[config.mk]
export PLATFORM = sky130hd
export DESIGN_NAME = kms_top
export DESIGN_NICKNAME = d
export VERILOG_FILES = /design/src/rtl/kms_pkg.sv /design/src/rtl/kms_top.sv
export SDC_FILE = /design/constraint.sdc
export NUM_CORES = 2
export LEC_CHECK = 0
export BUFFER_PORTS_ARGS = -buffer_cell sky130_fd_sc_hd__buf_2
export CORE_MARGIN = 2
export CORE_UTILIZATION = 45
export CTS_CLUSTER_SIZE = 28
export DETAILED_ROUTE_END_ITERATION = 10
export SYNTH_ARGS = -nofsm -noshare
export SYNTH_HDL_FRONTEND = slang
export SYNTH_SLANG_ARGS = --single-unit
[constraint.sdc]
create_clock -name sys_clk -period 7.7 [get_ports sys_clk]
set_input_delay 0.385 -clock sys_clk [delete_from_list [all_inputs] [get_ports sys_clk]]
set_output_delay 0.385 -clock sys_clk [all_outputs]
set_load 0.1 [all_outputs]
[src/rtl/kms_pkg.sv]
package kms_pkg;

  // Clock and timing figures, all times in nanoseconds.
  localparam int unsigned KMS_CLK_PERIOD_NS = 50;
  localparam int unsigned KMS_SCAN_BASE_NS  = 500000;  // Shortest scan interval, 0.5 ms.
  localparam int unsigned KMS_MS_NS         = 1000000; // Debounce step, 1 ms.
  localparam int unsigned KMS_SETTLE_NS     = 1000;    // Column settle time before the rows are sampled.
  localparam int unsigned KMS_SETTLE_CYC    = (KMS_SETTLE_NS + KMS_CLK_PERIOD_NS - 1) / KMS_CLK_PERIOD_NS;

  // Limits of the block.
  localparam int unsigned KMS_MAX_KEYS  = 108;
  localparam int unsigned KMS_NUM_WORDS = 4;
  localparam int unsigned KMS_DB_W      = 6;
  localparam int unsigned KMS_IDX_COL_LSB = 14;

  // Register byte offsets.
  localparam logic [7:0] KMS_OFF_CTRL   = 8'h00;
  localparam logic [7:0] KMS_OFF_DEB    = 8'h04;
  localparam logic [7:0] KMS_OFF_KEYCFG = 8'h08;
  localparam logic [7:0] KMS_OFF_STATUS = 8'h0c;
  localparam logic [7:0] KMS_OFF_WORD0  = 8'h10;
  localparam logic [7:0] KMS_OFF_LAST   = 8'h1c;

  // Field positions.
  localparam int unsigned KMS_CTRL_EN_BIT  = 0;
  localparam int unsigned KMS_CTRL_IVL_LSB = 1;
  localparam int unsigned KMS_CTRL_COL_LSB = 4;
  localparam int unsigned KMS_CTRL_ROW_LSB = 8;
  localparam int unsigned KMS_DEB_PRS_LSB  = 0;
  localparam int unsigned KMS_DEB_REL_LSB  = 8;
  localparam int unsigned KMS_KEY_REG_LSB  = 0;
  localparam int unsigned KMS_KEY_SPC_LSB  = 8;
  localparam int unsigned KMS_STAT_CNT_LSB = 0;
  localparam int unsigned KMS_STAT_OVF_BIT = 3;
  localparam int unsigned KMS_STAT_CFG_BIT = 4;
  localparam int unsigned KMS_STAT_BSY_BIT = 5;

  // Values after reset.
  localparam logic       KMS_RST_EN   = 1'b0;
  localparam logic [1:0] KMS_RST_IVL  = 2'h0;
  localparam logic [3:0] KMS_RST_COLS = 4'he;
  localparam logic [3:0] KMS_RST_ROWS = 4'he;
  localparam logic [5:0] KMS_RST_DBP  = 6'h05;
  localparam logic [5:0] KMS_RST_DBR  = 6'h05;
  localparam logic [6:0] KMS_RST_NREG = 7'h64;
  localparam logic [6:0] KMS_RST_NSPC = 7'h08;

  // One key status word: press flag, multi-key flag, column/row index.
  typedef struct packed {
    logic        press;
    logic        multi;
    logic [27:0] idx;
  } kms_word_t;

  typedef enum logic [1:0] {
    KMS_IDLE  = 2'b00,
    KMS_DRIVE = 2'b01,
    KMS_EVAL  = 2'b10,
    KMS_DONE  = 2'b11
  } kms_state_t;

endpackage

[src/rtl/kms_top.sv]
// How it works
// - Columns are driven one at a time and rows sensed to locate each key.
// - Full-scan interval is software selectable: 0.5, 1, 2 or 4 ms.
// - After a scan with any key change, store status and pulse an interrupt.
// - Status word: press flag, multi-key flag, then 28-bit column/row index.
// - First flag tells whether the reported key was pressed or released.
// - Second flag set when the next word was filled for the same scan.
// - Words fill in a chain; a word fills only if the previous flags multi.
// - At most four status words are recorded per scan.
// - Column and row counts come from control register fields.
// - Regular and special key counts are programmable; total capped at 108.
// - Debounce rejects glitches shorter than 0..63 ms; zero disables it.
// - Press and release debounce times are programmed separately.
// - Each interrupt source is its own parallel output pulse.
// - All control and status registers are reached over an APB slave.
module kms_top
  import kms_pkg::*;
#(
  parameter int unsigned MAX_COLS      = 14,
  parameter int unsigned MAX_ROWS      = 14,
  parameter int unsigned SCAN_BASE_CYC = KMS_SCAN_BASE_NS / KMS_CLK_PERIOD_NS,
  parameter int unsigned MS_CYC        = KMS_MS_NS / KMS_CLK_PERIOD_NS
) (
  input  wire logic                sys_clk,  // System clock, 20 MHz.
  input  wire logic                rst_b,    // Synchronous reset, active low.
  input  wire logic                clk_en,   // Freezes all state while low.
  input  wire logic                psel,     // APB select.
  input  wire logic                penable,  // APB access phase.
  input  wire logic                pwrite,   // APB write when high.
  input  wire logic [7:0]          paddr,    // APB byte address.
  input  wire logic [31:0]         pwdata,   // APB write data.
  output logic      [31:0]         prdata,   // APB read data.
  output logic                     pready,   // APB ready.
  output logic                     pslverr,  // APB error on unmapped address.
  output logic      [MAX_COLS-1:0] col_level, // Column pin output value, always low.
  output logic      [MAX_COLS-1:0] col_oe,    // Column pin enable, high while pulling low.
  input  wire logic [MAX_ROWS-1:0] row_sense, // Row pins, low when a key on the driven column is down.
  output logic                     irq_key,   // Pulse: scan finished with key changes.
  output logic                     irq_ovf    // Pulse: more changes than status words.
);

  localparam int unsigned NK    = MAX_COLS * MAX_ROWS;
  localparam int unsigned CW    = $clog2(MAX_COLS);
  localparam int unsigned RW    = $clog2(MAX_ROWS);
  localparam int unsigned KW    = $clog2(NK);
  localparam int unsigned IVL_W = $clog2(8 * SCAN_BASE_CYC + 1);
  localparam int unsigned MS_W  = $clog2(MS_CYC + 1);
  localparam int unsigned ST_W  = $clog2(KMS_SETTLE_CYC + 1);

  // Configuration registers.
  logic                en_q;
  logic [1:0]          ivl_q;
  logic [3:0]          ncols_q, nrows_q;
  logic [5:0]          dbp_q, dbr_q;
  logic [6:0]          nreg_q, nspc_q;
  // Scan state.
  kms_state_t          st_q;
  logic [CW-1:0]       col_q;
  logic [RW-1:0]       row_q;
  logic [ST_W-1:0]     settle_q;
  logic [MAX_ROWS-1:0] smp_q;
  logic [MAX_COLS-1:0] col_oe_q;
  logic [IVL_W-1:0]    ivl_cnt_q;
  logic [MS_W-1:0]     ms_cnt_q;
  // Per-key debounce state.
  logic [NK-1:0]       raw_q, stable_q;
  logic [KMS_DB_W-1:0] cnt_q [NK];
  // Chain of words gathered during a scan, and the published copy.
  kms_word_t           wbuf_q [KMS_NUM_WORDS];
  kms_word_t           stat_q [KMS_NUM_WORDS];
  logic [2:0]          nchg_q, last_cnt_q;
  logic                ovf_q, last_ovf_q, irq_key_q, irq_ovf_q;
  // APB state.
  logic                apb_vld_q, apb_err_q;
  logic [31:0]         prdata_q;
  // Derived scan terms.
  logic [IVL_W-1:0]    ivl_lim;
  logic                scan_due, ms_tick, cfg_err, key_ok, smp_bit, accept, eval_go;
  logic [CW-1:0]       last_col;
  logic [RW-1:0]       last_row;
  logic [7:0]          key_total, key_lim, lin_idx;
  logic [KW-1:0]       key_idx;
  logic [5:0]          thr;
  kms_word_t           cur_word;

  // The interval base is shifted by the select field, giving 1x, 2x, 4x or 8x of 0.5 ms.
  assign ivl_lim  = IVL_W'(SCAN_BASE_CYC) << ivl_q;
  assign scan_due = en_q && (ivl_cnt_q == ivl_lim - IVL_W'(1));
  assign ms_tick  = (ms_cnt_q == MS_W'(MS_CYC - 1));

  // Counts of zero are taken as one so the scan always ends.
  assign last_col  = (ncols_q == 4'h0) ? '0 : CW'(ncols_q - 4'h1);
  assign last_row  = (nrows_q == 4'h0) ? '0 : RW'(nrows_q - 4'h1);
  assign key_total = {1'b0, nreg_q} + {1'b0, nspc_q};
  assign cfg_err   = key_total > 8'(KMS_MAX_KEYS);
  assign key_lim   = cfg_err ? 8'(KMS_MAX_KEYS) : key_total;
  assign lin_idx   = 8'(col_q) * 8'(nrows_q) + 8'(row_q);
  assign key_ok    = (lin_idx < key_lim);
  assign key_idx   = KW'(col_q * MAX_ROWS) + KW'(row_q);
  assign smp_bit   = smp_q[row_q];
  assign eval_go   = (st_q == KMS_EVAL) && key_ok;

  // A held key changes to released under the release time, and the reverse for press.
  assign thr    = stable_q[key_idx] ? dbr_q : dbp_q;
  assign accept = eval_go && (smp_bit != stable_q[key_idx]) && (cnt_q[key_idx] >= thr);

  // Index field carries the row in the low bits and the column above it.
  always_comb begin
    cur_word       = '0;
    cur_word.press = smp_bit;
    cur_word.idx[RW-1:0] = row_q;
    cur_word.idx[KMS_IDX_COL_LSB +: CW] = col_q;
  end

  // The interval timer runs only while scanning is enabled; the millisecond timer runs whenever clk_en is high.
  always_ff @(posedge sys_clk) begin
    if (!rst_b) begin
      ivl_cnt_q <= '0;
      ms_cnt_q  <= '0;
    end else if (clk_en) begin
      ivl_cnt_q <= (!en_q || scan_due) ? '0 : ivl_cnt_q + IVL_W'(1);
      ms_cnt_q  <= ms_tick ? '0 : ms_cnt_q + MS_W'(1);
    end
  end

  // Scan sequencer: drive a column, let it settle, sample rows, then judge keys one per cycle.
  always_ff @(posedge sys_clk) begin
    if (!rst_b) begin
      st_q     <= KMS_IDLE;
      col_q    <= '0;
      row_q    <= '0;
      settle_q <= '0;
      smp_q    <= '0;
      col_oe_q <= '0;
    end else if (clk_en) begin
      unique case (st_q)
        KMS_IDLE: begin
          if (scan_due) begin
            st_q     <= KMS_DRIVE;
            col_q    <= '0;
            settle_q <= '0;
            col_oe_q <= MAX_COLS'(1);
          end
        end
        KMS_DRIVE: begin
          settle_q <= settle_q + ST_W'(1);
          if (settle_q == ST_W'(KMS_SETTLE_CYC - 1)) begin
            smp_q    <= ~row_sense;
            row_q    <= '0;
            col_oe_q <= '0;
            st_q     <= KMS_EVAL;
          end
        end
        KMS_EVAL: begin
          row_q <= row_q + RW'(1);
          if (row_q >= last_row) begin
            if (col_q >= last_col) begin
              st_q <= KMS_DONE;
            end else begin
              col_q    <= col_q + CW'(1);
              settle_q <= '0;
              col_oe_q <= MAX_COLS'(1) << (col_q + CW'(1));
              st_q     <= KMS_DRIVE;
            end
          end
        end
        KMS_DONE: begin
          st_q <= KMS_IDLE;
        end
      endcase
    end
  end

  // Each key keeps its last raw sample, its accepted state and the milliseconds it has disagreed.
  for (genvar k = 0; k < NK; k++) begin : g_key
    logic hit;
    assign hit = eval_go && (key_idx == KW'(k));
    always_ff @(posedge sys_clk) begin
      if (!rst_b) begin
        raw_q[k]    <= 1'b0;
        stable_q[k] <= 1'b0;
        cnt_q[k]    <= '0;
      end else if (clk_en) begin
        if (hit) begin
          raw_q[k] <= smp_bit;
          if (accept) begin
            stable_q[k] <= smp_bit;
          end
          if (accept || smp_bit == stable_q[k]) begin
            cnt_q[k] <= '0;
          end
        end else if (ms_tick && raw_q[k] != stable_q[k] && cnt_q[k] != '1) begin
          cnt_q[k] <= cnt_q[k] + KMS_DB_W'(1);
        end
      end
    end
  end

  // Accepted changes queue into the chain; a fifth change only marks overflow.
  always_ff @(posedge sys_clk) begin
    if (!rst_b) begin
      nchg_q <= '0;
      ovf_q  <= 1'b0;
      for (int i = 0; i < KMS_NUM_WORDS; i++) begin
        wbuf_q[i] <= '0;
      end
    end else if (clk_en) begin
      if (st_q == KMS_IDLE) begin
        nchg_q <= '0;
        ovf_q  <= 1'b0;
      end else if (accept) begin
        if (nchg_q < 3'(KMS_NUM_WORDS)) begin
          wbuf_q[nchg_q[1:0]] <= cur_word;
          nchg_q <= nchg_q + 3'h1;
        end else begin
          ovf_q <= 1'b1;
        end
      end
    end
  end

  // Publishing happens once per scan and only if something changed, so old words survive quiet scans.
  always_ff @(posedge sys_clk) begin
    if (!rst_b) begin
      last_cnt_q <= '0;
      last_ovf_q <= 1'b0;
      irq_key_q  <= 1'b0;
      irq_ovf_q  <= 1'b0;
      for (int i = 0; i < KMS_NUM_WORDS; i++) begin
        stat_q[i] <= '0;
      end
    end else if (clk_en) begin
      irq_key_q <= (st_q == KMS_DONE) && (nchg_q != 3'h0);
      irq_ovf_q <= (st_q == KMS_DONE) && ovf_q;
      if (st_q == KMS_DONE && nchg_q != 3'h0) begin
        last_cnt_q <= nchg_q;
        last_ovf_q <= ovf_q;
        for (int i = 0; i < KMS_NUM_WORDS; i++) begin
          if (3'(i) < nchg_q) begin
            stat_q[i]       <= wbuf_q[i];
            stat_q[i].multi <= (3'(i + 1) < nchg_q);
          end else begin
            stat_q[i] <= '0;
          end
        end
      end
    end
  end

  // APB answers with no wait state: the setup cycle latches read data and the decode result.
  always_ff @(posedge sys_clk) begin
    if (!rst_b) begin
      apb_vld_q <= 1'b0;
      apb_err_q <= 1'b0;
      prdata_q  <= '0;
    end else if (clk_en) begin
      if (pready) begin
        apb_vld_q <= 1'b0;
      end else if (psel && !apb_vld_q) begin
        apb_vld_q <= 1'b1;
        apb_err_q <= (paddr > KMS_OFF_LAST) || (paddr[1:0] != 2'h0);
        prdata_q  <= '0;
        unique case (paddr)
          KMS_OFF_CTRL: begin
            prdata_q[KMS_CTRL_EN_BIT]        <= en_q;
            prdata_q[KMS_CTRL_IVL_LSB +: 2]  <= ivl_q;
            prdata_q[KMS_CTRL_COL_LSB +: 4]  <= ncols_q;
            prdata_q[KMS_CTRL_ROW_LSB +: 4]  <= nrows_q;
          end
          KMS_OFF_DEB: begin
            prdata_q[KMS_DEB_PRS_LSB +: 6]   <= dbp_q;
            prdata_q[KMS_DEB_REL_LSB +: 6]   <= dbr_q;
          end
          KMS_OFF_KEYCFG: begin
            prdata_q[KMS_KEY_REG_LSB +: 7]   <= nreg_q;
            prdata_q[KMS_KEY_SPC_LSB +: 7]   <= nspc_q;
          end
          KMS_OFF_STATUS: begin
            prdata_q[KMS_STAT_CNT_LSB +: 3]  <= last_cnt_q;
            prdata_q[KMS_STAT_OVF_BIT]       <= last_ovf_q;
            prdata_q[KMS_STAT_CFG_BIT]       <= cfg_err;
            prdata_q[KMS_STAT_BSY_BIT]       <= (st_q != KMS_IDLE);
          end
          KMS_OFF_WORD0, KMS_OFF_WORD0 + 8'h04,
          KMS_OFF_WORD0 + 8'h08, KMS_OFF_LAST: begin
            prdata_q[29:0] <= stat_q[paddr[3:2]];
          end
          default: begin
            prdata_q <= '0;
          end
        endcase
      end
    end
  end

  // Software writes to the configuration; status words are read only and writes to them are dropped.
  always_ff @(posedge sys_clk) begin
    if (!rst_b) begin
      en_q    <= KMS_RST_EN;
      ivl_q   <= KMS_RST_IVL;
      ncols_q <= KMS_RST_COLS;
      nrows_q <= KMS_RST_ROWS;
      dbp_q   <= KMS_RST_DBP;
      dbr_q   <= KMS_RST_DBR;
      nreg_q  <= KMS_RST_NREG;
      nspc_q  <= KMS_RST_NSPC;
    end else if (clk_en && pready && pwrite && !apb_err_q) begin
      if (paddr == KMS_OFF_CTRL) begin
        en_q    <= pwdata[KMS_CTRL_EN_BIT];
        ivl_q   <= pwdata[KMS_CTRL_IVL_LSB +: 2];
        ncols_q <= pwdata[KMS_CTRL_COL_LSB +: 4];
        nrows_q <= pwdata[KMS_CTRL_ROW_LSB +: 4];
      end
      if (paddr == KMS_OFF_DEB) begin
        dbp_q <= pwdata[KMS_DEB_PRS_LSB +: 6];
        dbr_q <= pwdata[KMS_DEB_REL_LSB +: 6];
      end
      if (paddr == KMS_OFF_KEYCFG) begin
        nreg_q <= pwdata[KMS_KEY_REG_LSB +: 7];
        nspc_q <= pwdata[KMS_KEY_SPC_LSB +: 7];
      end
    end
  end

  // Ready is held back while the clock enable is low so no access is lost.
  assign pready    = psel && penable && apb_vld_q && clk_en;
  assign pslverr   = pready && apb_err_q;
  assign prdata    = prdata_q;
  assign col_level = '0;
  assign col_oe    = col_oe_q;
  assign irq_key   = irq_key_q;
  assign irq_ovf   = irq_ovf_q;

endmodule

Word level (Yosys, flattened, before mapping)
Memory sizes are Yosys's and may differ from the RTL's.
Cells that the tools add are included.
Widths: inputs -> output; s select.
{"block": "word_totals", "ff_bits": 546, "latch_bits": 0, "ramBits": 1332, "mem_bits_ro": 0, "inputBits": 60, "mem_count": 3}
{"memory": "cnt_q", "depth": 196, "width": 6, "read_ports": 197, "rd_clocked_by_memory_dff": 0, "write_ports": 196, "line": "kms_top.sv:67", "rtl": "logic [KMS_DB_W-1:0] cnt_q [NK];"}
{"memory": "stat_q", "depth": 4, "width": 30, "read_ports": 1, "rd_clocked_by_memory_dff": 0, "write_ports": 4, "line": "kms_top.sv:70", "rtl": "kms_word_t stat_q [KMS_NUM_WORDS];"}
{"memory": "wbuf_q", "depth": 4, "width": 9, "read_ports": 4, "rd_clocked_by_memory_dff": 0, "write_ports": 4, "line": "kms_top.sv:69", "rtl": "kms_word_t wbuf_q [KMS_NUM_WORDS];"}
{"block": "classes", "addsub": 208, "n_mul": 2, "n_div": 0, "order_cmp": 14, "n_eq_ne": 802, "shifts": 2, "mux": 2469, "bitwise": 414, "n_reduce_logical": 1225}
{"operator": "$mux 6", "n": 393}
{"operator": "$mux 1", "n": 2027}
{"operator": "$add 6x1->6 const B", "n": 196}
{"operator": "$ne 6x6->1 const B", "n": 196}
{"operator": "$reduce_and 3->1", "n": 201}
{"operator": "$logic_and 1x1->1", "n": 602}
{"operator": "$eq 8x8->1 const B", "n": 68}
{"operator": "$eq 8x7->1 const B", "n": 64}
{"operator": "$or 1x1->1", "n": 412}
{"operator": "$reduce_and 2->1", "n": 201}
{"operator": "$eq 8x6->1 const B", "n": 32}
{"operator": "$logic_or 1x1->1", "n": 198}
{"operator": "$ne 1x1->1", "n": 197}
{"operator": "$eq 1x1->1", "n": 196}
{"operator": "$eq 8x5->1 const B", "n": 20}
{"operator": "$mux 30", "n": 4}
{"operator": "$mux 28", "n": 4}
{"operator": "$eq 8x4->1 const B", "n": 10}
{"operator": "$mux 14", "n": 4}
{"operator": "$pmux 14 s3", "n": 1}
{"operator": "$eq 8x3->1 const B", "n": 5}
{"operator": "$mux 15", "n": 2}
{"operator": "$mux 4", "n": 6}
{"operator": "$add 17x1->17 const B", "n": 1}
{"operator": "63 further kinds", "n": 96}

Longest topological paths before layout
{"block": "depth", "depth_word": 15, "ltp_mapped": 29, "mapped_depth_nobuf": 23}

Least setup slack after synthesis
OpenSTA, ideal clock, no wires.
{"block": "synth_path", "path_kind": "register to register", "from": "reg col_q[1]", "to": "mem wbuf_q[2][0] (netlist bit) (enable)", "t_arrival_ns": 6.590, "t_required_ns": 7.313, "slack_ns": 0.723, "stages_incl_launch_ff": 25, "period_less_slack_ns": 6.977, "path_cell_list": "dfxtp_1 > fa_1 > ha_1 > ha_1 > xor2_2 > buf_6 > buf_4 > buf_2 > buf_4 > buf_2 > mux4_2 > mux4_2 > o32ai_1 > a21oi_1 > ha_1 > a21o_1 > a211o_1 > o2111ai_1 > a21oi_1 > o21a_1 > buf_4 > buf_6 > buf_2 > nand2_1 > o21ai_0"}
{"element": "start: declaration", "line": "kms_top.sv:58", "rtl": "logic [CW-1:0] col_q;"}
{"element": "start signal: assignment", "line": "kms_top.sv:160", "rtl": "col_q <= col_q + CW'(1);"}
{"element": "end: declaration", "line": "kms_top.sv:69"}

==> flow_summary.html <==
<table>
<tr><th>Metric</th><th>Value</th></tr>
<tr><th colspan="2">Global routing</th></tr>
<tr><td>Number of antenna violations at the first check in global routing</td><td>6</td></tr>
<tr><td>Via count of the first global-routing pass</td><td>74185</td></tr>
<tr><td>Met1 track demand over resource</td><td>34.9%</td></tr>
<tr><td>Met3 usage in global routing</td><td>3.72%</td></tr>
<tr><td>Final global-route overflow total</td><td>0</td></tr>
<tr><td>Met2 track demand over resource</td><td>40.0%</td></tr>
<tr><td>Layer with the highest usage</td><td>met2</td></tr>
<tr><td>Total Routing Usage GR</td><td>25.2%</td></tr>
<tr><td>Global-route wire length before repair</td><td>452 mm</td></tr>
<tr><td>Largest net degree at the start of global routing</td><td>177</td></tr>
<tr><th colspan="2">Worst setup path</th></tr>
<tr><td>Critical-path cell with the highest stage delay</td><td>sky130_fd_sc_hd__fa_4</td></tr>
<tr><td>Critical path data arrival time</td><td>7960 ps</td></tr>
<tr><td>Critical path class</td><td>flip-flop to flip-flop</td></tr>
<tr><td>Critical Path Source Type</td><td>flip-flop</td></tr>
<tr><td>Biggest cell delay along the critical path</td><td>540 ps</td></tr>
<tr><td>Largest fanout on the critical path</td><td>22</td></tr>
<tr><td>Most repeated library cell on the critical path</td><td>sky130_fd_sc_hd__buf_12</td></tr>
<tr><td>Type of destination of the critical path</td><td>flip-flop</td></tr>
<tr><td>Crit path required time</td><td>8190 ps</td></tr>
<tr><th colspan="2">Yosys</th></tr>
<tr><td>Synth Area per Inst</td><td>10.2 sq um</td></tr>
<tr><td>EDFF count, synth</td><td>1252</td></tr>
<tr><td>Warning count from the yosys run</td><td>0</td></tr>
<tr><td>Unique masters post-synth</td><td>82</td></tr>
<tr><td>Proportion of netlist area held by the largest area contributor</td><td>36.8%</td></tr>
<tr><td>Cell taking the most area after synthesis</td><td>sky130_fd_sc_hd__edfxtp_1</td></tr>
<tr><td>Fraction of synthesis flops using an asynchronous set or reset pin</td><td>0%</td></tr>
<tr><td>Biggest area contributors in the synthesized netlist</td><td>sky130_fd_sc_hd__edfxtp_1, sky130_fd_sc_hd__dfxtp_1, sky130_fd_sc_hd__mux4_2</td></tr>
<tr><td>Number of standard cells after synthesis</td><td>10031</td></tr>
<tr><td>Sequential element share of the synthesized area</td><td>47.3%</td></tr>
<tr><td>Cell Area, Synth</td><td>102000 sq um</td></tr>
<tr><td>Primary flip-flop cell chosen by synthesis mapping</td><td>sky130_fd_sc_hd__edfxtp_1</td></tr>
<tr><td>Flip-flop and latch count after synthesis</td><td>1788</td></tr>
<tr><th colspan="2">Finish</th></tr>
<tr><td>Most frequent cells in the layout</td><td>sky130_fd_sc_hd__nor2_1, sky130_fd_sc_hd__edfxtp_1, sky130_fd_sc_hd__nand3_1</td></tr>
<tr><td>P&amp;R area growth vs syn</td><td>10.9%</td></tr>
<tr><td>Share of cells above drive strength 1</td><td>10.4%</td></tr>
<tr><td>Most common cell after layout, fill and taps aside</td><td>sky130_fd_sc_hd__nor2_1</td></tr>
<tr><td>Number of nets in the layout</td><td>10302</td></tr>
<tr><td>Final core utilization</td><td>50.3%</td></tr>
<tr><th colspan="2">Timing</th></tr>
<tr><td>Setup repair after global routing missed its margin</td><td>yes</td></tr>
<tr><td>Setup clock skew after layout</td><td>49.6 ps</td></tr>
<tr><td>Summed negative setup slack over all endpoints</td><td>0 ps</td></tr>
<tr><td>Slew at the pin closest to its max-slew limit</td><td>1240 ps</td></tr>
<tr><td>Final setup violation count</td><td>0</td></tr>
<tr><td>Worst slew margin</td><td>16.5%</td></tr>
<tr><td>Final critical delay including setup and external delays</td><td>7470 ps</td></tr>
<tr><td>Max Freq</td><td>0.134 GHz</td></tr>
<tr><td>Final worst path period share</td><td>97.1%</td></tr>
<tr><td>Pins Over Slew Limit</td><td>0</td></tr>
<tr><td>Final hold viol count</td><td>0</td></tr>
<tr><th colspan="2">Clock tree</th></tr>
<tr><td>Total clock buffers created by CTS</td><td>198</td></tr>
<tr><td>Clock Pin Slew Worst Setup and Hold Paths</td><td>60 ps</td></tr>
<tr><td>Clock tree root driver cell</td><td>sky130_fd_sc_hd__clkbuf_16</td></tr>
<tr><td>Deepest level of the CTS H-tree</td><td>4</td></tr>
<tr><td>Number of clock sinks</td><td>1788</td></tr>
<tr><td>Clock tree from TritonCTS</td><td>done</td></tr>
<tr><td>Clock Latency Late Sink</td><td>890 ps</td></tr>
<tr><td>Number of buffers on the longest clock path</td><td>3</td></tr>
<tr><th colspan="2">Detailed routing</th></tr>
<tr><td>Total number of vias</td><td>77952</td></tr>
<tr><td>Post-detailed-route count of antenna-violating nets</td><td>0</td></tr>
<tr><td>Post-DR wirelength/cell</td><td>22.6 microns</td></tr>
<tr><td>DR DRC count</td><td>0</td></tr>
<tr><td>Post-detailed-routing wire length</td><td>297 mm</td></tr>
<tr><td>Drt initial violations</td><td>8259</td></tr>
<tr><td>Post-DR vias/cell</td><td>5.94</td></tr>
<tr><td>Router iterations before antenna repair</td><td>8</td></tr>
<tr><th colspan="2">Power</th></tr>
<tr><td>Overall power consumption</td><td>0.0213 W</td></tr>
<tr><td>Peak VDD IR</td><td>0.000252 V</td></tr>
<tr><td>Cell Pwr Density</td><td>188 nW/um^2</td></tr>
<tr><td>Lkg Pwr</td><td>38.7 nW</td></tr>
<tr><th colspan="2">Floorplanning</th></tr>
<tr><td>Area of the die</td><td>231000 sq um</td></tr>
<tr><td>IO Pins</td><td>124</td></tr>
<tr><td>Die Span X</td><td>480 microns</td></tr>
<tr><td>Floorplan row count</td><td>174</td></tr>
<tr><td>Starting utilization of the core area</td><td>45.3%</td></tr>
<tr><td>Core region area</td><td>225000 sq um</td></tr>
<tr><td>Chip Height</td><td>480 microns</td></tr>
<tr><th colspan="2">Placement</th></tr>
<tr><td>Final weighted congestion of routability-driven global placement</td><td>0.945</td></tr>
<tr><td>Detailed placer's ending HPWL</td><td>204 mm</td></tr>
<tr><td># port buffers</td><td>80</td></tr>
<tr><th colspan="2">Hold path</th></tr>
<tr><td>Hold/Removal Path Class</td><td>input port to flip-flop</td></tr>
<tr><th colspan="2">Run</th></tr>
<tr><td>Max-cap violation count</td><td>0</td></tr>
<tr><th colspan="2">Outcome</th></tr>
<tr><td>Result of the run</td><td>complete, no violations</td></tr>
</table>
[report_power, final]
| part | switching, W | total, W | internal [W] |
|---|---|---|---|
| combinational | 0.000481 | 0.000757 | 0.000276 |
| clock | 0.00416 | 0.00981 | 0.00565 |
| sequential | 0.000246 | 0.0107 | 0.0105 |
| total | 0.00489 | 0.0213 | 0.0164 |
[final cells by class]
| type | instances | area [sq um] |
|---|---|---|
| Antenna cell | 3 | 7.51 |
| Timing Repair Buffer | 303 | 2800 |
| Clock inverter | 81 | 933 |
| Fill cell | 20147 | 112000 |
| Tap cell | 2992 | 3740 |
| Inverter | 250 | 946 |
| Multi-Input combinational cell | 7416 | 50700 |
| Sequential cell | 1788 | 48300 |
| Clock buffer | 297 | 5840 |
[state kept, by name (all words and copies together), names as in the netlist, 15 cells and up]
signal / flops
cnt_q: 1176
ivl_cnt_q: 17
stat_q: 40
ms_cnt_q: 15
raw_q: 196
wbuf_q: 36
stable_q: 196
prdata: 20
[cell families (layout without fill, tap and decap cells)]
family / count (synthesis) / after routing / share of synthesized area, %
xor gates and xnor gates: 1241 / 1241 / 10.7
adders and majority gates: 285 / 285 / 3.59
buffers and inverters: 852 / 931 / 3.45
DFF: 1788 / 1788 / 47.3
muxes: 519 / 519 / 9.95
AOI/OAI and AO/OA: 1504 / 1504 / 8.61
other: 2 / 30 / 0.00735
and+or+nand+nor: 3840 / 3840 / 16.4
[synth_stat cells (37+ instances only)]
library cell / n
sky130_fd_sc_hd__nor2_1: 1801
sky130_fd_sc_hd__edfxtp_1: 1252
sky130_fd_sc_hd__nand3_1: 926
sky130_fd_sc_hd__xnor2_1: 685
sky130_fd_sc_hd__nand2_1: 658
sky130_fd_sc_hd__xor2_1: 553
sky130_fd_sc_hd__dfxtp_1: 536
sky130_fd_sc_hd__o21ai_0: 507
sky130_fd_sc_hd__a21oi_1: 442
sky130_fd_sc_hd__clkbuf_1: 424
sky130_fd_sc_hd__mux4_2: 395
sky130_fd_sc_hd__ha_1: 272
sky130_fd_sc_hd__inv_1: 248
sky130_fd_sc_hd__o31ai_1: 188
sky130_fd_sc_hd__and3_1: 156
sky130_fd_sc_hd__o21ai_1: 134
sky130_fd_sc_hd__mux2i_1: 111
sky130_fd_sc_hd__buf_2: 80
sky130_fd_sc_hd__a311oi_1: 70
sky130_fd_sc_hd__nor3_1: 59
sky130_fd_sc_hd__and2_1: 54
sky130_fd_sc_hd__buf_1: 52
sky130_fd_sc_hd__nand4_1: 38
sky130_fd_sc_hd__nor3b_1: 37
[metal layers]
| layer | wire length, microns | vias up |
|---|---|---|
| met5 | 0 | - |
| met1 | 127000 | 38465 |
| li1 | - | 35814 |
| met2 | 135000 | 3121 |
| met4 | 11200 | 0 |
| met3 | 23600 | 552 |
[final timing paths]
kind | startpoint | to | slack, ps | depth (start not counted)
max reg2reg | col_q[1] | cnt_q[113][1] | 230 | 26
max | col_q[1] | cnt_q[113][1] | 230 | 26
min | paddr[6] | prdata[5] | 70 | 5
min reg2reg | prdata[7] | prdata[7] | 450 | 2
[worst max-delay path: cells and delay by family (launching register included)]
family	cells	cell delay, ps
AOI/OAI and AO/OA	9	1910
and+or+nand+nor	4	1260
xor gates and xnor gates	1	350
buffers and inverters	7	1210
adders and majority gates	3	1160
muxes	2	610
DFF	1	510
[timing repair]
item                                    CTS  global route
endpoints found under the hold margin    71             0
buffers inserted                          0             5
endpoints found under the setup margin    0           163
resized for setup                         0            10
hold buffers                             37             0
[metrics by stage]
stage	hold slack (ps)	cells	cell area [sq um]	setup WS (ps)
2_1_floorplan	421	10056	102000	723
3_3_place_gp	437	12707	106000	375
3_5_place_dp	442	12707	106000	331
4_1_cts	1.35	13122	113000	308
5_1_grt	95.9	13128	113000	-112
6_report	73.5	13130	113000	226
Power figures use the tool's default switching activity.
